===== src/verilog/aifr_pkg.sv =====
// aifr_pkg: register map, fault bit layout, reset values and types of the ident/fault bank
package aifr_pkg;

    // word sizes of the holding-register map
    localparam int WORD_W = 16;
    localparam int TS_W   = 32;
    localparam int NUM_TS = 3;

    // holding-register addresses (protocol register numbers)
    localparam logic [15:0] ADDR_APP_MAJOR  = 16'h9cbc;
    localparam logic [15:0] ADDR_APP_MINOR  = 16'h9cbd;
    localparam logic [15:0] ADDR_APP_MOD    = 16'h9cbe;
    localparam logic [15:0] ADDR_APP_BUILD  = 16'h9cbf;
    localparam logic [15:0] ADDR_BOOT_MAJOR = 16'h9cc0;
    localparam logic [15:0] ADDR_BOOT_MINOR = 16'h9cc1;
    localparam logic [15:0] ADDR_BOOT_MOD   = 16'h9cc2;
    localparam logic [15:0] ADDR_BOOT_BUILD = 16'h9cc3;
    localparam logic [15:0] ADDR_BOARD_HI   = 16'h9cc4;
    localparam logic [15:0] ADDR_BOARD_LO   = 16'h9cc5;
    localparam logic [15:0] ADDR_MOTOR_HI   = 16'h9cc6;
    localparam logic [15:0] ADDR_MOTOR_LO   = 16'h9cc7;
    localparam logic [15:0] ADDR_ASM_HI     = 16'h9cc8;
    localparam logic [15:0] ADDR_ASM_LO     = 16'h9cc9;
    localparam logic [15:0] ADDR_FAULT      = 16'h9cca;

    // internal word index produced by the address decoder
    localparam logic [4:0] IDX_TS_BASE = 5'h08;
    localparam logic [4:0] IDX_FAULT   = 5'h0e;
    localparam logic [4:0] IDX_NONE    = 5'h1f;

    // reset values
    localparam logic [15:0] REV_RST   = 16'h0000;
    localparam logic [31:0] TS_RST    = 32'h0000_0000;
    localparam logic [15:0] FAULT_RST = 16'h0000;

    // fault word bit positions
    localparam int FLT_NVM_BIT    = 15;
    localparam int FLT_STALL_BIT  = 14;
    localparam int FLT_OVR_BIT    = 13;
    localparam int FLT_FATAL_BIT  = 12;
    localparam int FLT_AINCAL_BIT = 11;
    localparam int FLT_TRAVEL_BIT = 10;

    // command tracking state
    typedef enum logic {
        AIFR_CMD_IDLE,
        AIFR_CMD_OPEN
    } aifr_cmd_e;

endpackage


===== src/verilog/aifr_regs.sv =====
// aifr_regs: identification and diagnostic holding-register bank of the actuator
`timescale 1ns/100ps
`default_nettype none

module aifr_regs
    import aifr_pkg::*;
#(
    parameter logic [15:0] APP_REV_MAJOR  = REV_RST,  // fixed at firmware build
    parameter logic [15:0] APP_REV_MINOR  = REV_RST,
    parameter logic [15:0] APP_REV_MOD    = REV_RST,
    parameter logic [15:0] APP_REV_BUILD  = REV_RST,
    parameter logic [15:0] BOOT_REV_MAJOR = REV_RST,  // fixed at boot code build
    parameter logic [15:0] BOOT_REV_MINOR = REV_RST,
    parameter logic [15:0] BOOT_REV_MOD   = REV_RST,
    parameter logic [15:0] BOOT_REV_BUILD = REV_RST
) (
    // clock and reset
    input  wire logic        sys_clk,
    input  wire logic        rst_n,
    // holding-register access, one word per cycle
    input  wire logic        mb_valid,
    input  wire logic        mb_first,
    input  wire logic        mb_last,
    input  wire logic        mb_write,
    input  wire logic [15:0] mb_addr,
    input  wire logic [15:0] mb_wdata,
    output logic             mb_ack,
    output logic             mb_exc,
    output logic      [15:0] mb_rdata,
    // fault events
    input  wire logic        ev_nvm_fault,
    input  wire logic        ev_stall,
    input  wire logic        contact_closed,
    input  wire logic        ev_fatal,
    input  wire logic        ev_ain_cal_bad,
    input  wire logic        ev_travel_cal_bad,
    input  wire logic        fault_clr,
    // actions
    output logic             restore_defaults,
    output logic             motion_stop,
    output logic             drive_safe,
    output logic             shutdown
);

    if (TS_W != 2 * WORD_W) begin : g_chk
        $error("aifr_regs: a timestamp must span exactly two words");
    end

    // map a register number onto a word index, IDX_NONE when unmapped
    function automatic logic [4:0] word_index(input logic [15:0] addr);
        logic [15:0] off;
        off = addr - ADDR_APP_MAJOR;
        if (addr >= ADDR_APP_MAJOR && addr <= ADDR_FAULT) begin
            word_index = off[4:0];
        end else begin
            word_index = IDX_NONE;
        end
    endfunction

    typedef struct packed {
        aifr_cmd_e   cmd;
        logic        ack;
        logic        exc;
        logic [15:0] rdata;
    } aifr_top_s;

    aifr_top_s s_r;
    aifr_top_s s_nxt;

    logic [4:0]      idx;                 // decoded index of the current word
    logic            first_eff;           // word opens a command
    logic            last_eff;            // word closes a command
    logic [15:0]     fault_word;          // from the fault block
    logic [TS_W-1:0] ts_live [NUM_TS];    // committed timestamps
    logic [TS_W-1:0] ts_snap [NUM_TS];    // timestamps frozen at command start
    logic [TS_W-1:0] ts_rd   [NUM_TS];    // what a read of this command sees

    assign idx = word_index(mb_addr);

    // a word arriving with no command open is treated as a fresh command,
    // so a master that never marks first still gets coherent pairs
    assign first_eff = mb_valid & (mb_first | (s_r.cmd == AIFR_CMD_IDLE));
    assign last_eff  = mb_valid & mb_last;

    // three timestamp pairs, high word at the lower register number
    for (genvar k = 0; k < NUM_TS; k++) begin : g_ts
        localparam logic [4:0] HI_IDX = IDX_TS_BASE + 5'(2 * k);
        localparam logic [4:0] LO_IDX = IDX_TS_BASE + 5'(2 * k + 1);
        logic wr_hi;
        logic wr_lo;
        // only whole commands move data into the live value
        assign wr_hi = mb_valid & mb_write & (idx == HI_IDX);
        assign wr_lo = mb_valid & mb_write & (idx == LO_IDX);
        aifr_ts_pair #(
            .HALF_W (WORD_W)
        ) u_ts (
            .sys_clk   (sys_clk),
            .rst_n     (rst_n),
            .cmd_first (first_eff),
            .cmd_last  (last_eff),
            .wr_hi     (wr_hi),
            .wr_lo     (wr_lo),
            .wdata     (mb_wdata),
            .live      (ts_live[k]),
            .snap      (ts_snap[k])
        );
        // the opening word reads live, which is what the snapshot captures
        assign ts_rd[k] = first_eff ? ts_live[k] : ts_snap[k];
    end

    // diagnostic fault word and its actions
    aifr_fault_flags u_flt (
        .sys_clk           (sys_clk),
        .rst_n             (rst_n),
        .ev_nvm_fault      (ev_nvm_fault),
        .ev_stall          (ev_stall),
        .contact_closed    (contact_closed),
        .ev_fatal          (ev_fatal),
        .ev_ain_cal_bad    (ev_ain_cal_bad),
        .ev_travel_cal_bad (ev_travel_cal_bad),
        .fault_clr         (fault_clr),
        .fault_word        (fault_word),
        .restore_defaults  (restore_defaults),
        .motion_stop       (motion_stop),
        .drive_safe        (drive_safe),
        .shutdown          (shutdown)
    );

    // access answer: every word is acknowledged one cycle after it is taken
    always_comb begin
        s_nxt       = s_r;
        s_nxt.ack   = mb_valid;
        s_nxt.exc   = 1'b0;
        s_nxt.rdata = 16'h0000;
        // command framing
        if (last_eff) begin
            s_nxt.cmd = AIFR_CMD_IDLE;
        end else if (mb_valid) begin
            s_nxt.cmd = AIFR_CMD_OPEN;
        end
        if (mb_valid) begin
            unique case (idx)
                5'h00: s_nxt.rdata = APP_REV_MAJOR;
                5'h01: s_nxt.rdata = APP_REV_MINOR;
                5'h02: s_nxt.rdata = APP_REV_MOD;
                5'h03: s_nxt.rdata = APP_REV_BUILD;
                5'h04: s_nxt.rdata = BOOT_REV_MAJOR;
                5'h05: s_nxt.rdata = BOOT_REV_MINOR;
                5'h06: s_nxt.rdata = BOOT_REV_MOD;
                5'h07: s_nxt.rdata = BOOT_REV_BUILD;
                5'h08: s_nxt.rdata = ts_rd[0][31:16];
                5'h09: s_nxt.rdata = ts_rd[0][15:0];
                5'h0a: s_nxt.rdata = ts_rd[1][31:16];
                5'h0b: s_nxt.rdata = ts_rd[1][15:0];
                5'h0c: s_nxt.rdata = ts_rd[2][31:16];
                5'h0d: s_nxt.rdata = ts_rd[2][15:0];
                IDX_FAULT: s_nxt.rdata = fault_word;
                default: s_nxt.exc = 1'b1;                      // unmapped number
            endcase
            // writes to read-only words are acknowledged and dropped
            if (mb_write) begin
                s_nxt.rdata = 16'h0000;
            end
        end
    end

    // state register
    always_ff @(posedge sys_clk or negedge rst_n) begin
        if (!rst_n) begin
            s_r <= '{cmd: AIFR_CMD_IDLE, ack: 1'b0, exc: 1'b0, rdata: 16'h0000};
        end else begin
            s_r <= s_nxt;
        end
    end

    assign mb_ack   = s_r.ack;
    assign mb_exc   = s_r.exc;
    assign mb_rdata = s_r.rdata;

    // checks

    property p_app_rev_read;
        @(posedge sys_clk) disable iff (!rst_n)
        mb_valid && !mb_write && mb_addr == ADDR_APP_BUILD
            |=> mb_ack && !mb_exc && mb_rdata == APP_REV_BUILD;
    endproperty
    a_app_rev_read: assert property (p_app_rev_read)
        else $error("app build revision read wrong");

    property p_boot_rev_read;
        @(posedge sys_clk) disable iff (!rst_n)
        mb_valid && !mb_write && mb_addr == ADDR_BOOT_MAJOR
            |=> mb_ack && mb_rdata == BOOT_REV_MAJOR;
    endproperty
    a_boot_rev_read: assert property (p_boot_rev_read)
        else $error("boot major revision read wrong");

    property p_board_commit;
        @(posedge sys_clk) disable iff (!rst_n)
        (mb_valid && mb_write && mb_addr == ADDR_BOARD_HI && !mb_last)
            ##1 (mb_valid && mb_write && mb_addr == ADDR_BOARD_LO && mb_last)
            |=> ts_live[0] == {$past(mb_wdata, 2), $past(mb_wdata)};
    endproperty
    a_board_commit: assert property (p_board_commit)
        else $error("board test date not committed as a pair");

    property p_motor_hold;
        @(posedge sys_clk) disable iff (!rst_n)
        mb_valid && mb_write && mb_addr == ADDR_MOTOR_HI && !mb_last
            |=> ts_live[1] == $past(ts_live[1]);
    endproperty
    a_motor_hold: assert property (p_motor_hold)
        else $error("motor test date changed before command end");

    property p_asm_read;
        @(posedge sys_clk) disable iff (!rst_n)
        first_eff && !mb_write && mb_addr == ADDR_ASM_LO
            |=> mb_rdata == $past(ts_live[2][15:0]);
    endproperty
    a_asm_read: assert property (p_asm_read)
        else $error("assembly date low word read wrong");

    property p_nvm;
        @(posedge sys_clk) disable iff (!rst_n)
        ev_nvm_fault && !fault_word[FLT_NVM_BIT]
            |=> restore_defaults && fault_word[FLT_NVM_BIT] ##1 !restore_defaults;
    endproperty
    a_nvm: assert property (p_nvm)
        else $error("memory fault did not restore once and flag");

    property p_stall;
        @(posedge sys_clk) disable iff (!rst_n)
        ev_stall |=> fault_word[FLT_STALL_BIT] && motion_stop;
    endproperty
    a_stall: assert property (p_stall)
        else $error("stall did not stop motion");

    property p_override;
        @(posedge sys_clk) disable iff (!rst_n)
        contact_closed [*2] |-> fault_word[FLT_OVR_BIT] && drive_safe;
    endproperty
    a_override: assert property (p_override)
        else $error("closed contact did not drive safe position");

    property p_fatal;
        @(posedge sys_clk) disable iff (!rst_n)
        ev_fatal |=> shutdown && motion_stop && fault_word[FLT_FATAL_BIT];
    endproperty
    a_fatal: assert property (p_fatal)
        else $error("fatal error did not shut down");

    property p_aincal;
        @(posedge sys_clk) disable iff (!rst_n)
        ev_ain_cal_bad |=> fault_word[FLT_AINCAL_BIT];
    endproperty
    a_aincal: assert property (p_aincal)
        else $error("analog calibration flag not set");

    property p_travel;
        @(posedge sys_clk) disable iff (!rst_n)
        ev_travel_cal_bad ##1 !fault_clr |=> fault_word[FLT_TRAVEL_BIT];
    endproperty
    a_travel: assert property (p_travel)
        else $error("travel flag not set or not held");

    property p_ro_write;
        @(posedge sys_clk) disable iff (!rst_n)
        mb_valid && mb_write && mb_addr == ADDR_FAULT && !ev_stall
            && !ev_nvm_fault && !ev_fatal && !ev_ain_cal_bad && !ev_travel_cal_bad
            && !fault_clr && $stable(contact_closed)
            |=> mb_ack && !mb_exc && $stable(fault_word);
    endproperty
    a_ro_write: assert property (p_ro_write)
        else $error("write to fault word had an effect");

    // a revision write is answered like a read of nothing, never as an exception
    property p_rev_write;
        @(posedge sys_clk) disable iff (!rst_n)
        mb_valid && mb_write && mb_addr >= ADDR_APP_MAJOR && mb_addr <= ADDR_BOOT_BUILD
            |=> mb_ack && !mb_exc && mb_rdata == 16'h0000;
    endproperty
    a_rev_write: assert property (p_rev_write)
        else $error("write to revision word not dropped cleanly");

    // the fault word read returns the flags standing when the word was taken
    property p_fault_read;
        @(posedge sys_clk) disable iff (!rst_n)
        mb_valid && !mb_write && mb_addr == ADDR_FAULT
            |=> mb_ack && !mb_exc && mb_rdata == $past(fault_word);
    endproperty
    a_fault_read: assert property (p_fault_read)
        else $error("fault word read wrong");

endmodule
`default_nettype wire


===== src/verilog/aifr_ts_pair.sv =====
// aifr_ts_pair: one 32-bit timestamp held over two words, with staging and read snapshot
`timescale 1ns/100ps
`default_nettype none
module aifr_ts_pair
    import aifr_pkg::*;
#(
    parameter int HALF_W = WORD_W    // width of one holding register
) (
    // clock and reset
    input  wire logic                  sys_clk,
    input  wire logic                  rst_n,
    // command framing
    input  wire logic                  cmd_first,   // first word of a command
    input  wire logic                  cmd_last,    // last word of a command
    // word writes
    input  wire logic                  wr_hi,
    input  wire logic                  wr_lo,
    input  wire logic [HALF_W-1:0]     wdata,
    // values
    output logic      [2*HALF_W-1:0]   live,        // committed value
    output logic      [2*HALF_W-1:0]   snap         // value frozen at command start
);

    if (HALF_W < 1 || HALF_W > WORD_W) begin : g_chk
        $error("aifr_ts_pair: HALF_W must be 1..16");
    end

    typedef struct packed {
        logic [2*HALF_W-1:0] live;
        logic [2*HALF_W-1:0] snap;
        logic [2*HALF_W-1:0] stg;   // words written so far in this command
        logic                hi_v;
        logic                lo_v;
    } aifr_ts_s;

    aifr_ts_s s_r;
    aifr_ts_s s_nxt;

    // staging: halves only reach the live value at the command's last word, so a
    // reader never sees one new half beside one old half of a pair written in one command
    always_comb begin
        s_nxt = s_r;
        if (cmd_first) begin
            s_nxt.snap = s_r.live;
            s_nxt.hi_v = 1'b0;
            s_nxt.lo_v = 1'b0;
        end
        if (wr_hi) begin
            s_nxt.stg[2*HALF_W-1:HALF_W] = wdata;
            s_nxt.hi_v                   = 1'b1;
        end
        if (wr_lo) begin
            s_nxt.stg[HALF_W-1:0] = wdata;
            s_nxt.lo_v            = 1'b1;
        end
        // commit; a lone half merges with the other, unchanged half
        if (cmd_last) begin
            if (s_nxt.hi_v) begin
                s_nxt.live[2*HALF_W-1:HALF_W] = s_nxt.stg[2*HALF_W-1:HALF_W];
            end
            if (s_nxt.lo_v) begin
                s_nxt.live[HALF_W-1:0] = s_nxt.stg[HALF_W-1:0];
            end
            s_nxt.hi_v = 1'b0;
            s_nxt.lo_v = 1'b0;
        end
    end

    // state register
    always_ff @(posedge sys_clk or negedge rst_n) begin
        if (!rst_n) begin
            s_r <= '{live: TS_RST[2*HALF_W-1:0], snap: TS_RST[2*HALF_W-1:0],
                     stg: TS_RST[2*HALF_W-1:0], hi_v: 1'b0, lo_v: 1'b0};
        end else begin
            s_r <= s_nxt;
        end
    end

    assign live = s_r.live;
    assign snap = s_r.snap;

endmodule
`default_nettype wire


===== src/verilog/aifr_fault_flags.sv =====
// aifr_fault_flags: diagnostic fault word, upper bits, with the actions they trigger
`timescale 1ns/100ps
`default_nettype none
module aifr_fault_flags
    import aifr_pkg::*;
(
    // clock and reset
    input  wire logic        sys_clk,
    input  wire logic        rst_n,
    // fault events
    input  wire logic        ev_nvm_fault,
    input  wire logic        ev_stall,
    input  wire logic        contact_closed,
    input  wire logic        ev_fatal,
    input  wire logic        ev_ain_cal_bad,
    input  wire logic        ev_travel_cal_bad,
    input  wire logic        fault_clr,        // clears the sticky bits
    // status and actions
    output logic      [15:0] fault_word,
    output logic             restore_defaults, // one-cycle pulse
    output logic             motion_stop,
    output logic             drive_safe,
    output logic             shutdown
);

    typedef struct packed {
        logic [15:0] word;
        logic        restore;
    } aifr_flt_s;

    aifr_flt_s s_r;
    aifr_flt_s s_nxt;

    // sticky bits: clear first, then set, so an event in the clear cycle survives
    always_comb begin
        s_nxt = s_r;
        if (fault_clr) begin
            s_nxt.word = FAULT_RST;
        end
        // restore fires once per fresh memory fault
        s_nxt.restore = ev_nvm_fault & ~s_r.word[FLT_NVM_BIT];
        if (ev_nvm_fault) begin
            s_nxt.word[FLT_NVM_BIT] = 1'b1;
        end
        if (ev_stall) begin
            s_nxt.word[FLT_STALL_BIT] = 1'b1;
        end
        // override bit follows the contact level, it is not sticky
        s_nxt.word[FLT_OVR_BIT] = contact_closed;
        if (ev_fatal) begin
            s_nxt.word[FLT_FATAL_BIT] = 1'b1;
        end
        if (ev_ain_cal_bad) begin
            s_nxt.word[FLT_AINCAL_BIT] = 1'b1;
        end
        if (ev_travel_cal_bad) begin
            s_nxt.word[FLT_TRAVEL_BIT] = 1'b1;
        end
        // bits 9..0 are not kept here
        s_nxt.word[9:0] = FAULT_RST[9:0];
    end

    // state register
    always_ff @(posedge sys_clk or negedge rst_n) begin
        if (!rst_n) begin
            s_r <= '{word: FAULT_RST, restore: 1'b0};
        end else begin
            s_r <= s_nxt;
        end
    end

    // motion_stop, drive_safe and shutdown held while their flag stands; a fatal error also stops motion
    assign fault_word       = s_r.word;
    assign restore_defaults = s_r.restore;
    assign motion_stop      = s_r.word[FLT_STALL_BIT] | s_r.word[FLT_FATAL_BIT];
    assign drive_safe       = s_r.word[FLT_OVR_BIT];
    assign shutdown         = s_r.word[FLT_FATAL_BIT];

endmodule
`default_nettype wire


===== config.mk =====
export PLATFORM = sky130hd
export DESIGN_NAME = aifr_regs
export DESIGN_NICKNAME = d
export VERILOG_FILES = /design/src/verilog/aifr_pkg.sv /design/src/verilog/aifr_regs.sv /design/src/verilog/aifr_ts_pair.sv /design/src/verilog/aifr_fault_flags.sv
export SDC_FILE = /design/constraint.sdc
export NUM_CORES = 1
export LEC_CHECK = 0
export BUFFER_PORTS_ARGS = -buffer_cell sky130_fd_sc_hd__buf_2
export CAP_MARGIN = 20
export CORE_MARGIN = 2
export CORE_UTILIZATION = 59
export CTS_CLUSTER_SIZE = 40
export DETAILED_ROUTE_END_ITERATION = 12
export GPL_TIMING_DRIVEN = 0
export PLACE_DENSITY = 0.77
export SLEW_MARGIN = 20
export SYNTH_ARGS = -nofsm -noshare
export SYNTH_HDL_FRONTEND = slang
export SYNTH_HIERARCHICAL = 1
export SYNTH_SLANG_ARGS = --single-unit

===== constraint.sdc =====
create_clock -name sys_clk -period 2.9 [get_ports sys_clk]
set_clock_uncertainty 0.1 [all_clocks]
set_input_delay 0.29 -clock sys_clk [delete_from_list [all_inputs] [get_ports sys_clk]]
set_output_delay 0.29 -clock sys_clk [all_outputs]
set_load 0.01 [all_outputs]

### Word-level counts from Yosys, hierarchy flattened

Index checks and enable logic that the tools add are counted.

| word-level totals | value |
|---|---|
| register bits after elaboration | 320 |
| latch bits | 0 |
| memory bits (writable) | 0 |
| ROM bits | 0 |
| bits of input ports | 45 |
| logic and storage cells | 109 |
| memories | 0 |

| cells by class | value |
|---|---|
| add/subtract/negate cells | 1 |
| $mul | 0 |
| div/mod/pow operators | 0 |
| $lt $le $gt $ge | 2 |
| equal/unequal tests | 14 |
| shifts and indexed selects | 0 |
| muxes and demuxes | 34 |
| bitwise logic cells | 14 |
| reductions and logical operators | 15 |

Operators with widths:

| kind | count |
|---|---|
| 16-bit two-way mux | 8 |
| 16-bit case mux with 7 select lines | 1 |
| 32-bit two-way mux | 3 |
| 5-bit by 4-bit == test with 1-bit output, second input constant | 7 |
| 5-bit by 3-bit == test with 1-bit output, second input constant | 4 |
| 17-bit two-way mux | 1 |
| 16-bit greater-or-equal comparator, second input constant | 1 |
| 16-bit <= comparator, second input constant | 1 |
| 15-bit OR reduction | 1 |
| 1-bit two-way mux | 14 |
| 2-bit two-way mux | 6 |
| 2-bit AND reduction | 6 |
| 2-bit nonzero test | 6 |
| 1-bit bitwise AND | 10 |
| 5-bit by 2-bit == test with 1-bit output, second input constant | 2 |
| 5-bit by 1-bit == test with 1-bit output, second input constant | 1 |
| 5-bit zero test | 1 |
| 5-bit two-way mux | 1 |
| 5-bit subtractor, second input constant | 1 |
| 1-bit inverter | 2 |
| 1-bit OR | 2 |
| 1-bit logical AND | 1 |

### Depth between registers and ports, before layout

Gate-level depths: netlist of the first run.

| logic depth | value |
|---|---|
| depth in word-level cells | 7 |
| depth in mapped cells | 12 |
| mapped depth without buffers | 9 |

### Modules after synthesis

Netlist of the first run, hierarchy kept.

Modules (own cells, without submodules):

| module | times used | cells an instance | area an instance (um^2) | seq. area each (um^2) |
|---|---|---|---|---|
| aifr_ts_pair | 3 | 275 | 4345.4 | 2452.4 |
| aifr_regs | 1 | 277 | 2647.5 | 475.5 |
| aifr_fault_flags | 1 | 28 | 322.8 | 175.2 |

### Least setup slack after synthesis of the first run

No wires, ideal clock.

| timing path | value |
|---|---|
| path kind | input-to-reg |
| start point | input mb_addr[2] |
| end point | register g_ts[1].u_ts.s_r (netlist bit g_ts[1].u_ts/live[10]) |
| setup time | 125 ps |
| data arrival time | 2503 ps |
| data required time | 2675 ps |
| setup slack | 172 ps |
| stages | 12 |
| buffers on the path | 4 |
| path through | inv_1 ha_1 nor3b_1 and3_1 clkbuf_1 buf_2 inv_1 nor2_1 buf_6 buf_12 mux2_4 mux2_4 |

RTL lines:

| item | RTL line | RTL |
|---|---|---|
| start: declaration | aifr_regs.sv:25 | `input wire logic [15:0] mb_addr,` |
| end signal: assignment | aifr_ts_pair.sv:72 | `s_r <= '{live: TS_RST[2*HALF_W-1:0], snap: TS_RST[2*HALF_W-1:0],` |
| end signal: assignment | aifr_ts_pair.sv:75 | `s_r <= s_nxt;` |
| end: declaration | aifr_ts_pair.sv:36 | `aifr_ts_s s_r;` |

==> results of run 1 <==
[state kept, by name, indices dropped and copies added (netlist names)]
register and flops:
g_ts.u_ts/s_r 102, g_ts.u_ts/live 96, g_ts.u_ts/snap 96, mb_rdata 16, u_flt/fault_word 6, mb_ack 1
mb_exc 1, s_r 1, u_flt/restore_defaults 1
[logic make-up after synthesis]
group | Yosys count | synth area share, %
other cells | 1 | 0.0234
fa+ha+maj | 2 | 0.156
compound gates | 84 | 4.81
flops | 320 | 50.0
xor+xnor | 1 | 0.172
buf+inv | 276 | 13.2
simple gates | 64 | 2.40
mux | 382 | 29.3
[routing by layer]
| metal | global-route usage (%) | vias to the layer above |
|---|---|---|
| met2 | 41.4 | 165 |
| met3 | 3.18 | 61 |
| met5 | 0 | - |
| li1 | - | 4009 |
| met4 | 7.05 | 2 |
| met1 | 33.3 | 4497 |
[power groups by stage]
stage / Sequential, mW / Clock [mW] / Combinational, mW
2_1_floorplan: 4.56 / 0 / 0.215
3_3_place_gp: 4.56 / 0 / 0.454
3_5_place_dp: 4.56 / 0 / 0.473
4_1_cts: 4.48 / 4.60 / 0.488
5_1_grt: 4.48 / 4.79 / 0.525
6_report: 4.48 / 4.52 / 0.483
[metrics by stage]
stage	cells	total power, mW	cell area [µm²]	worst slack, ns	hold WS [ns]
2_1_floorplan	1139	4.78	16000	0.172	-0.106
3_3_place_gp	1545	5.02	16800	-4.53	0.299
3_5_place_dp	1548	5.04	16900	-0.704	0.151
4_1_cts	1621	9.57	18200	0.0127	0.00539
5_1_grt	1623	9.79	18200	0.0194	0.0342
6_report	1623	9.48	18200	0.146	0.0285
[worst max-delay path, stage by stage]
cell     delay, ns
buf_2         0.18
inv_1         0.11
ha_1          0.42
nor3_1        0.29
nand3_2       0.29
buf_2         0.34
nor2_1        0.16
buf_6         0.18
buf_12        0.16
mux2_4        0.31
mux2_4        0.27
[repair_timing]
action	4_1_cts	5_1_grt
endpoints found under the setup margin	37	74
hold endpoints to repair	68	0
pin swaps	0	1
resized for setup	3	9
hold buffers	12	0
setup buffers	0	2
[final cells by class]
| type | count | share of cell area [%] |
|---|---|---|
| Sequential cell | 320 | 43.9 |
| Multi-Input combinational cell | 543 | 32.7 |
| Buffer | 270 | 11.5 |
| Clock buffer | 56 | 5.86 |
| Timing Repair Buffer | 82 | 3.04 |
| Tap cell | 341 | 2.34 |
| Clock inverter | 6 | 0.577 |
| Inverter | 5 | 0.103 |
[cell usage after synthesis (4+ instances only)]
| master | number | share of area [%] |
|---|---|---|
| a21o_1 | 5 | 0.23 |
| a22oi_1 | 12 | 0.56 |
| a2bb2oi_1 | 6 | 0.33 |
| a31oi_1 | 4 | 0.16 |
| a41oi_1 | 11 | 0.60 |
| buf_12 | 6 | 0.75 |
| buf_2 | 21 | 0.66 |
| buf_4 | 220 | 10 |
| buf_6 | 16 | 1.1 |
| clkbuf_1 | 8 | 0.19 |
| dfrtp_1 | 320 | 50 |
| inv_1 | 4 | 0.094 |
| mux2_2 | 201 | 14 |
| mux2_4 | 114 | 11 |
| mux2i_1 | 64 | 4.0 |
| nand2_1 | 16 | 0.38 |
| nand3_1 | 5 | 0.16 |
| nor2_1 | 18 | 0.42 |
| nor2b_4 | 6 | 0.52 |
| o21ai_4 | 6 | 0.61 |
| o22a_1 | 29 | 1.6 |
[path summary, 6_finish.rpt]
| check | from | end | depth (start not counted) |
|---|---|---|---|
| min in group asynchronous | rst_n | g_ts[1].u_ts/live[26] | 2 |
| worst max register to register | s_r[18] | g_ts[1].u_ts/live[5] | 8 |
| worst min-delay path | fault_clr | u_flt/fault_word[10] | 3 |
| worst max-delay path | mb_addr[2] | g_ts[2].u_ts/live[14] | 11 |
| max in group asynchronous | rst_n | mb_rdata[4] | 4 |
| worst min register to register | g_ts[2].u_ts/s_r[26] | g_ts[2].u_ts/s_r[26] | 1 |
==> metrics.txt, run 1 <==
effective utilization at floorplan=59.7%; TNS Setup=0 ns; GR Overflow Total=0; Total Wirelength=roughly 33000 µm; sequential cell area=about 0.008 mm²; DRT iter0 DRCs=between 400 and 500; met2 wire len=approximately 16000 µm; worst path required time=approximately 3.2 ns; fin util=approximately 68%; largest net degree at the start of global routing=between 100 and 150; n_diodes=0; Area growth, synth to finish=13.8%; Sw Share=a little over a fifth; cells after synthesis=1130; number of enable flip-flop cells after synthesis=0; crit path kind=primary input to flop; H-Tree Level Count=2; Inserted Clock Buffers=35; metal3 WL=1070 µm; Distinct cells, synth=48; sequential share of the synthesized area=approximately half; layout cells sized above 1=56.9%; die extent in y=approximately 170 µm; clock slew at reported path FFs=approximately 0.06 ns; # DRC=0; detailed placement HPWL=around 23000 µm; clock latency on the worst-skew pair=approximately 0.51 ns; Reg2Reg Setup Slack=roughly 0.24 ns; M1 WL=approximately 15000 µm; Final Max Tran Viols=0; Avg Cell Area, Syn=14.2 µm²; drt via density=5.38; sequential share of power=47.3%; Power Density=approximately 520 mW/mm²; startpoint types=primary input; CTS tree=yes; Period Utilization, post-route=a little over nine tenths; status=finished, final reports clean; FILL cells=about 1900; commonest non-fill, non-tap cell in the layout=dfrtp_1; footprint of the multi-input gates=0.00595 mm²; Port Buffers=65; wire per inst=around 21 µm; Fmax=0.363 GHz; Min-Delay Path Class=primary input to flop; highest metal used=met5; worst-path fanout max=10; final hold vios=0; global-route wire length before repair=between 50000 and 60000 µm; Setup crit end kind=flop; Post-synth ARST share=100%; Int Power=7.42 mW; clock share of power=a little under half; routability cong.=roughly 0.79; Antenna Nets Post-Route=0; Leak=roughly 9.4 nW; RSZ-0062 raised after global routing=no; Max-slew headroom=between 30 and 40%; Post-Syn Area=0.0160 mm²; die footprint=0.0285 mm²; maximum clock path buffer count=3; DR vias=8734; MaxCap Viol Count=0; switching pwr=slightly above 2 mW; # clock sinks=320; NumNets Final=1304; antenna violations before repair=1; clock root buffer=clkbuf_16; vias in the first global route=around 9500; Core Footprint=0.0268 mm²; chip width=between 150 and 200 µm; Finish-stage setup viols=0; commonest cells after routing, fill and taps aside=dfrtp_1, buf_4, mux2_2; maximum VDD drop=0.363 mV; flop and latch count out of synthesis=320; DRT Pass-1 Iters=5; Main synth FF type=dfrtp_1; Worst Max-Slew Pin Slew=0.907 ns; Tmin final=around 2.8 ns; critical path arrival=around 3 ns; Logic pwr share=5.1%; Total GRT Usage=between 20% and 30%; io pins=67; row count=60; synth warn=6
Power figures use the tool's default switching activity.
==> inputs of run 2 (changes only) <==
==> constraint.sdc (replaced) <==
create_clock -name sys_clk -period 2.9 [get_ports sys_clk]
set_clock_uncertainty 0.1 [all_clocks]
set_input_delay 0.145 -clock sys_clk [delete_from_list [all_inputs] [get_ports sys_clk]]
set_output_delay 0.145 -clock sys_clk [all_outputs]
set_load 0.01 [all_outputs]
==> run 2 against run 1 <==
Non-clock buffer count up 12. Register-to-register slack gained 0.04 ns. Sequential power about the same. Global-route usage is 0.067 points higher. Count of clock-buffer cells in the layout stayed put. Flip-flop and latch count did not move. Die area unchanged. Via count increased by 0.15%. Total power hardly changed.
==> metrics.txt, run 2 (same netlist as run 1, synthesis figures left out) <==
status=finished, final reports clean (unchanged); commonest non-fill, non-tap cell in the layout=dfrtp_1 (unchanged); met1 usage=33.4% (was 33.3%); io pins=67 (unchanged); Reg2Reg Setup Slack=0.28 ns (was 0.24 ns); busiest layer in global routing=met2 (unchanged); crit path cell chain=buf_2 -> inv_1 -> ha_1 -> nor2_1 -> nand4_1 -> clkbuf_1 -> nor2_1 -> buf_6 -> o21ai_4 -> buf_6 -> mux2_4 (was buf_2 -> inv_1 -> ha_1 -> nor3_1 -> nand3_2 -> buf_2 -> nor2_1 -> buf_6 -> buf_12 -> mux2_4 -> mux2_4); maximum VDD drop=0.363 mV (about the same); Total GRT Usage=24.5% (about the same); Leak=9.41 nW (was 9.36 nW); Final Max Tran Viols=0 (unchanged); GRT met2 Usage=41.6% (was 41.4%); layout cells sized above 1=56.0% (was 56.9%); clock latency on the worst-skew pair=0.51 ns (about the same); Largest Register=g_ts.u_ts/s_r (unchanged); Area growth, synth to finish=14.6% (was 13.8%); Power Density=517 mW/mm² (was 520 mW/mm²); antenna violations before repair=1 (unchanged); DRT Pass-1 Iters=6 (was 5); Total Wirelength=33500 µm (was 33400 µm); GR Overflow Total=0 (unchanged); row count=60 (unchanged); DR vias=8747 (was 8734); chip width=169 µm (unchanged); Min-Delay Path Class=primary input to flop (unchanged); DRT iter0 DRCs=459 (was 434); NumNets Final=1316 (was 1304); max FFs per register=102 (unchanged); Core Footprint=0.0268 mm² (unchanged); Period Utilization, post-route=94.5% (was 95.0%); crit path kind=primary input to flop (unchanged); effective utilization at floorplan=59.7% (unchanged); clock root buffer=clkbuf_16 (unchanged); Worst Max-Slew Pin Slew=0.905 ns (was 0.907 ns); Max-slew headroom=39.7% (was 39.6%); CP max stage cell=clkbuf_1 (was ha_1); clock slew at reported path FFs=0.06 ns (about the same); die footprint=0.0285 mm² (unchanged); r2r startpoint=s_r[18] (unchanged); largest net degree at the start of global routing=102 (unchanged); worst-path fanout max=10 (unchanged); hold path start=mb_wdata[12] (was fault_clr); post-route cell area=0.0183 mm² (was 0.0182 mm²); commonest cells after routing, fill and taps aside=dfrtp_1, buf_4, mux2_2 (unchanged); H-Tree Level Count=2 (unchanged); die extent in y=169 µm (unchanged); Port Buffers=65 (unchanged); routing usage on met3=3.09% (was 3.18%); MaxCap Viol Count=0 (unchanged); Fmax=0.365 GHz (was 0.363 GHz); Largest stage delay, worst path=0.52 ns (was 0.42 ns); # clock sinks=320 (unchanged); maximum clock path buffer count=3 (unchanged); CTS tree=yes (unchanged); reg2reg path depth=8 (unchanged); Tmin final=2.74 ns (was 2.75 ns); critical path arrival=3.03 ns (was 3.04 ns); routability cong.=0.794 (unchanged); final hold vios=0 (unchanged); # DRC=0 (unchanged); Setup crit end kind=flop (unchanged); vias in the first global route=9525 (was 9465); R2R Path End=g_ts[1].u_ts/live[5] (unchanged); Worst Hold Depth=2 (was 3); Pwr Total=9.49 mW (was 9.48 mW); detailed placement HPWL=22600 µm (unchanged); Hold Path End=g_ts[1].u_ts/s_r[30] (was u_flt/fault_word[10]); wire per inst=20.5 µm (was 20.6 µm); drt via density=5.35 (was 5.38); startpoint types=primary input (unchanged); Antenna Nets Post-Route=0 (unchanged); worst path required time=3.19 ns (was 3.18 ns); Inserted Clock Buffers=35 (unchanged); RSZ-0062 raised after global routing=no (unchanged); cell area after placement=0.0169 mm² (unchanged); Finish-stage setup viols=0 (unchanged); global-route wire length before repair=53200 µm (was 53000 µm)
==> run 2: changes by cell type in the layout (fill, tap and decap cells not counted), moves of 2 or more <==
cell,previous run,this run
buf_2,84,82
dlygate4sd3_1,12,26
buf_4,223,221
clkbuf_1,17,19
==> run 2: per-stage QoR <==
step	TNS (ns)	instances	worst slack, ns	util (%)	hold WS [ns]
floorplan	0	1139	0.317	-	-0.251
global placement	-1426.44	1545	-4.39	62.7	0.154
detailed placement	-35.37	1548	-0.559	63.0	0.00641
CTS	0	1636	0.0186	68.4	0.00119
global route	0	1636	0.0102	68.4	0.00558
finish	0	1636	0.159	68.4	0.0153
==> run 2: final cells by class <==
type / count / area [µm²]
clock inverters: 6 / 105
flip-flops and latches: 320 / 8010
diodes: 1 / 2.50
inverters: 5 / 18.8
multi-input cells: 543 / 5940
clock buffers: 56 / 1070
fillers: 1911 / 8460
well taps: 341 / 427
plain buffers: 270 / 2090
repair buffers: 94 / 678
==> run 2: what timing repair did <==
action / in CTS / in global routing
buffers inserted: 0 / 0
gates cloned: 0 / 0
gates resized for setup: 1 / 6
hold buffers: 26 / 0
endpoints found under the hold margin: 227 / 0
endpoints found under the setup margin: 9 / 71
==> run 2: routing by layer <==
metal / vias to the layer above / share of wire [%] / wire [µm]
met5: - / 0 / 0
met4: 0 / 2.6 / 860
met2: 136 / 48 / 16100
li1: 4034 / - / -
met1: 4517 / 46 / 15500
met3: 60 / 2.9 / 979
==> run 2: worst max-delay path: cells and delay by family <==
family,cells,cell delay [ns]
buf+inv,5,1.24
simple gates,3,0.57
fa+ha+maj,1,0.44
mux,1,0.32
compound gates,1,0.30
==> run 2: worst max-delay path by stage <==
stage | startpoint | endpoint | slack, ns | cells after the start
CTS | mb_addr[2] | g_ts[1].u_ts/live[21] | 0.02 | 12
floorplan | mb_addr[2] | g_ts[1].u_ts/live[10] | 0.32 | 12
global route | mb_addr[2] | g_ts[0].u_ts/live[7] | 0.01 | 11
global placement | rst_n | g_ts[2].u_ts/s_r[21] | -4.39 | 1
finish | mb_addr[2] | g_ts[0].u_ts/live[11] | 0.16 | 11
detailed placement | mb_addr[2] | g_ts[1].u_ts/live[9] | -0.56 | 13
==> run 2: where the power goes <==
part	leakage [nW]	internal [mW]	switching, mW	total [mW]
Combinational	4.38	0.178	0.319	0.498
Sequential	4.45	4.47	0.00757	4.48
Clock	0.575	2.78	1.72	4.51
Total	9.41	7.44	2.05	9.49
==> inputs of run 3 (changes only) <==
Settings changed: ABC_AREA set to 1.
==> run 3 against run 2 <==
Total power is 3.3% lower. Via count grew 60%. Combinational power is 11% higher. Count of clock-buffer cells in the layout decreased by 6. Clock power is 8.2% lower. Critical path depth stayed put. Cell count increased by 65%. Global-route usage increased by 7.9 points. Maximum frequency is 0.77% lower. Hold slack improved by 0.068 ns. Sequential power is essentially flat. Critical path type unchanged. Critical endpoint is now g_ts[2].u_ts/live[27].
==> metrics.txt, run 3 <==
die extent in y=172 µm (was 169 µm); Fin Hold WS=0.0833 ns (was 0.0153 ns); Pwr Total=9.17 mW (was 9.49 mW); reg2reg path depth=9 (was 8); routability cong.=0.998 (was 0.794); Post-synth top cells=nand2_1, dfrtp_1, buf_4, nand3_1, nor2_1 (was dfrtp_1, buf_4, mux2_2, mux2_4, mux2i_1); Port Buffers=66 (was 65); highest metal used=met4 (unchanged); status=finished, final reports clean (unchanged); Finish-stage setup viols=0 (unchanged); metal3 WL=3990 µm (was 979 µm); cell total after placement=2601 (was 1548); crit path kind=primary input to flop (unchanged); NumNets Final=2338 (was 1316); MaxCap Viol Count=0 (unchanged); Placement Setup Slack=-0.153 ns (was -0.559 ns); critical path arrival=3.08 ns (was 3.03 ns); Setup crit end kind=flop (unchanged); Crit path max-delay family=simple AND/OR/NAND/NOR gates (was buffers and inverters); Largest stage delay, worst path=1.05 ns (was 0.52 ns); Reg2Reg Setup Slack=0.19 ns (was 0.28 ns); Distinct cells, synth=30 (was 48); row count=61 (was 60); FILL cells=2339 (was 1911); Worst Hold Depth=6 (was 2); flop and latch count out of synthesis=320 (unchanged); io pins=67 (unchanged); max FFs per register=102 (unchanged); final worst slack=0.138 ns (was 0.159 ns); maximum clock path buffer count=3 (unchanged); Total Wirelength=46400 µm (was 33500 µm); critical path depth=11 (unchanged); Post-Syn Area=0.0166 mm² (was 0.0160 mm²); clock root buffer=clkbuf_16 (unchanged); Min-Delay Path Class=primary input to flop (unchanged); Core Footprint=0.0277 mm² (was 0.0268 mm²); H-Tree Level Count=2 (unchanged); maximum VDD drop=0.438 mV (was 0.363 mV); CP startpoint=mb_valid (was mb_addr[2]); Antenna Nets Post-Route=0 (unchanged); vias in the first global route=13100 (was 9525); drt via density=5.19 (was 5.35); M1 WL=20300 µm (was 15500 µm); die footprint=0.0294 mm² (was 0.0285 mm²); # clock sinks=320 (unchanged); Leak=11.1 nW (was 9.41 nW); met2 wire len=20000 µm (was 16100 µm); Max-slew headroom=23.6% (was 39.7%); top cells by area, synth=dfrtp_1, nand2_1, buf_4, nand3_1, nor2_1 (was dfrtp_1, mux2_2, mux2_4, buf_4, mux2i_1); startpoint types=primary input (unchanged); RSZ-0062 raised after global routing=no (unchanged); antenna violations before repair=0 (was 1); Total GRT Usage=32.4% (was 24.5%); Main synth FF type=dfrtp_1 (unchanged); Post-synth ARST share=100% (unchanged); clock latency on the worst-skew pair=0.53 ns (was 0.51 ns); worst-path fanout max=10 (unchanged); sequential share of the synthesized area=48.3% (was 50.0%); CP most frequent cell=nand2_1; effective utilization at floorplan=59.8% (was 59.7%); Synth area leader=dfrtp_1 (unchanged); layout cells sized above 1=19.8% (was 56.0%); CP Buf/Inv Count=5 (unchanged); DRT Pass-1 Iters=5 (was 6); cells after synthesis=2145 (was 1130); wire per inst=17.2 µm (was 20.5 µm); DR vias=14000 (was 8747); final hold vios=0 (unchanged); Avg Cell Area, Syn=7.72 µm² (was 14.2 µm²); number of enable flip-flop cells after synthesis=0 (unchanged); Power Density=486 mW/mm² (was 517 mW/mm²); detailed placement HPWL=32800 µm (was 22600 µm); clock slew at reported path FFs=0.06 ns (about the same); Final Max Tran Viols=0 (unchanged); commonest non-fill, non-tap cell in the layout=nand2_1 (was dfrtp_1); top-count cell post-synth=nand2_1 (was dfrtp_1); share of the synthesized area in the top cell type=48.3% (was 50.0%); r2r startpoint=s_r[18] (unchanged); global-route wire length before repair=72000 µm (was 53200 µm); DRT iter0 DRCs=1447 (was 459); Area growth, synth to finish=13.9% (was 14.6%); CTS tree=yes (unchanged); Period Utilization, post-route=95.2% (was 94.5%); commonest cells after routing, fill and taps aside=nand2_1, dfrtp_1, buf_4 (was dfrtp_1, buf_4, mux2_2); crit path cell chain=dlygate4sd3_1 -> buf_2 -> nand2_1 -> nor4_1 -> buf_4 -> inv_6 -> nand2_8 -> nand2_4 -> buf_6 -> nand2_1 -> nand2_1 (was buf_2 -> inv_1 -> ha_1 -> nor2_1 -> nand4_1 -> clkbuf_1 -> nor2_1 -> buf_6 -> o21ai_4 -> buf_6 -> mux2_4); R2R Path End=g_ts[0].u_ts/snap[18] (was g_ts[1].u_ts/live[5]); # DRC=0 (unchanged); Non-Filler Instances=2694 (was 1636); Inserted Clock Buffers=35 (unchanged); Worst Max-Slew Pin Slew=1.13 ns (was 0.905 ns); CP max stage cell=nor4_1 (was clkbuf_1); Tmin final=2.76 ns (was 2.74 ns); worst path required time=3.21 ns (was 3.19 ns); chip width=172 µm (was 169 µm); capture point of the critical path=g_ts[2].u_ts/live[27] (was g_ts[0].u_ts/live[11]); Largest Register=g_ts.u_ts/s_r (unchanged); Fmax=0.362 GHz (was 0.365 GHz); n_diodes=0 (was 1); GR Overflow Total=0 (unchanged); largest net degree at the start of global routing=93 (was 102); synth warn=6 (unchanged)
==> run 3: cell types whose count changed in the layout (fill, tap and decap cells not counted), moves of 12 or more <==
| cell | change |
|---|---|
| o22a_1 | -29 |
| mux2i_1 | -64 |
| buf_4 | +24 |
| a22oi_1 | -12 |
| nand3_1 | +191 |
| clkbuf_1 | +21 |
| mux2_4 | -114 |
| inv_1 | +32 |
| mux2_2 | -201 |
| nand2_1 | +1121 |
| nor2_1 | +43 |
| nand2_4 | +12 |
| a21oi_1 | +14 |
==> run 3: logic make-up after synthesis <==
kind of cell | Yosys count | share of synthesized area, %
AO/OA/AOI/OAI | 27 | 1.09
adder cells (fa/ha/maj) | 2 | 0.151
buffers and inverters | 369 | 15.1
flip-flops | 320 | 48.3
other | 1 | 0.0226
AND/OR/NAND/NOR | 1426 | 35.3
==> run 3: area by class of cell <==
type | count | area, µm² | area share (%)
flip-flops and latches | 320 | 8010 | 42.4
multi-input cells | 1465 | 6100 | 32.3
plain buffers | 321 | 2280 | 12.1
clock buffers | 50 | 973 | 5.16
repair buffers | 100 | 733 | 3.89
well taps | 378 | 473 | 2.51
inverters | 48 | 225 | 1.19
clock inverters | 12 | 77.6 | 0.411
==> run 3: per-stage QoR <==
stage,instance area [µm²],TNS [ns],utilization (%)
floorplan,16600,0,-
global placement,17400,-1406.37,62.8
detailed placement,17500,-2.26,63.2
CTS,18900,0,68.1
global route,18900,0,68.1
finish,18900,0,68.1
==> run 3: worst min-delay path by stage <==
stage | startpoint | to
2_1_floorplan | rst_n | g_ts[0].u_ts/live[0]
5_1_grt | mb_last | s_r[18]
3_5_place_dp | rst_n | g_ts[1].u_ts/live[5]
4_1_cts | mb_addr[4] | mb_exc
3_3_place_gp | contact_closed | u_flt/fault_word[13]
6_report | mb_addr[4] | mb_exc
==> run 3: layer usage <==
metal	track usage, %	up-vias
met4	13.9	0
li1	-	6678
met1	45.8	6587
met2	49.0	578
met3	6.65	134
met5	0	-
==> run 3: tightest hold or removal path, cell delays in order <==
cell     delay, ns
buf_2         0.11
nand2_1       0.07
inv_1         0.05
nor2_1        0.05
nor3_1        0.16
nor3_1        0.07
==> run 3: what timing repair did <==
action | in CTS | in global routing
hold endpoints to repair | 195 | 0
hold buffers | 31 | 0
resized for setup | 1 | 3
setup buffers | 0 | 0
endpoints found under the setup margin | 87 | 32
cloned | 0 | 0
==> run 3: where the power goes <==
part | internal [mW] | total (mW) | switching, mW
logic | 0.132 | 0.552 | 0.420
clock network | 2.35 | 4.14 | 1.79
registers | 4.47 | 4.48 | 0.00557
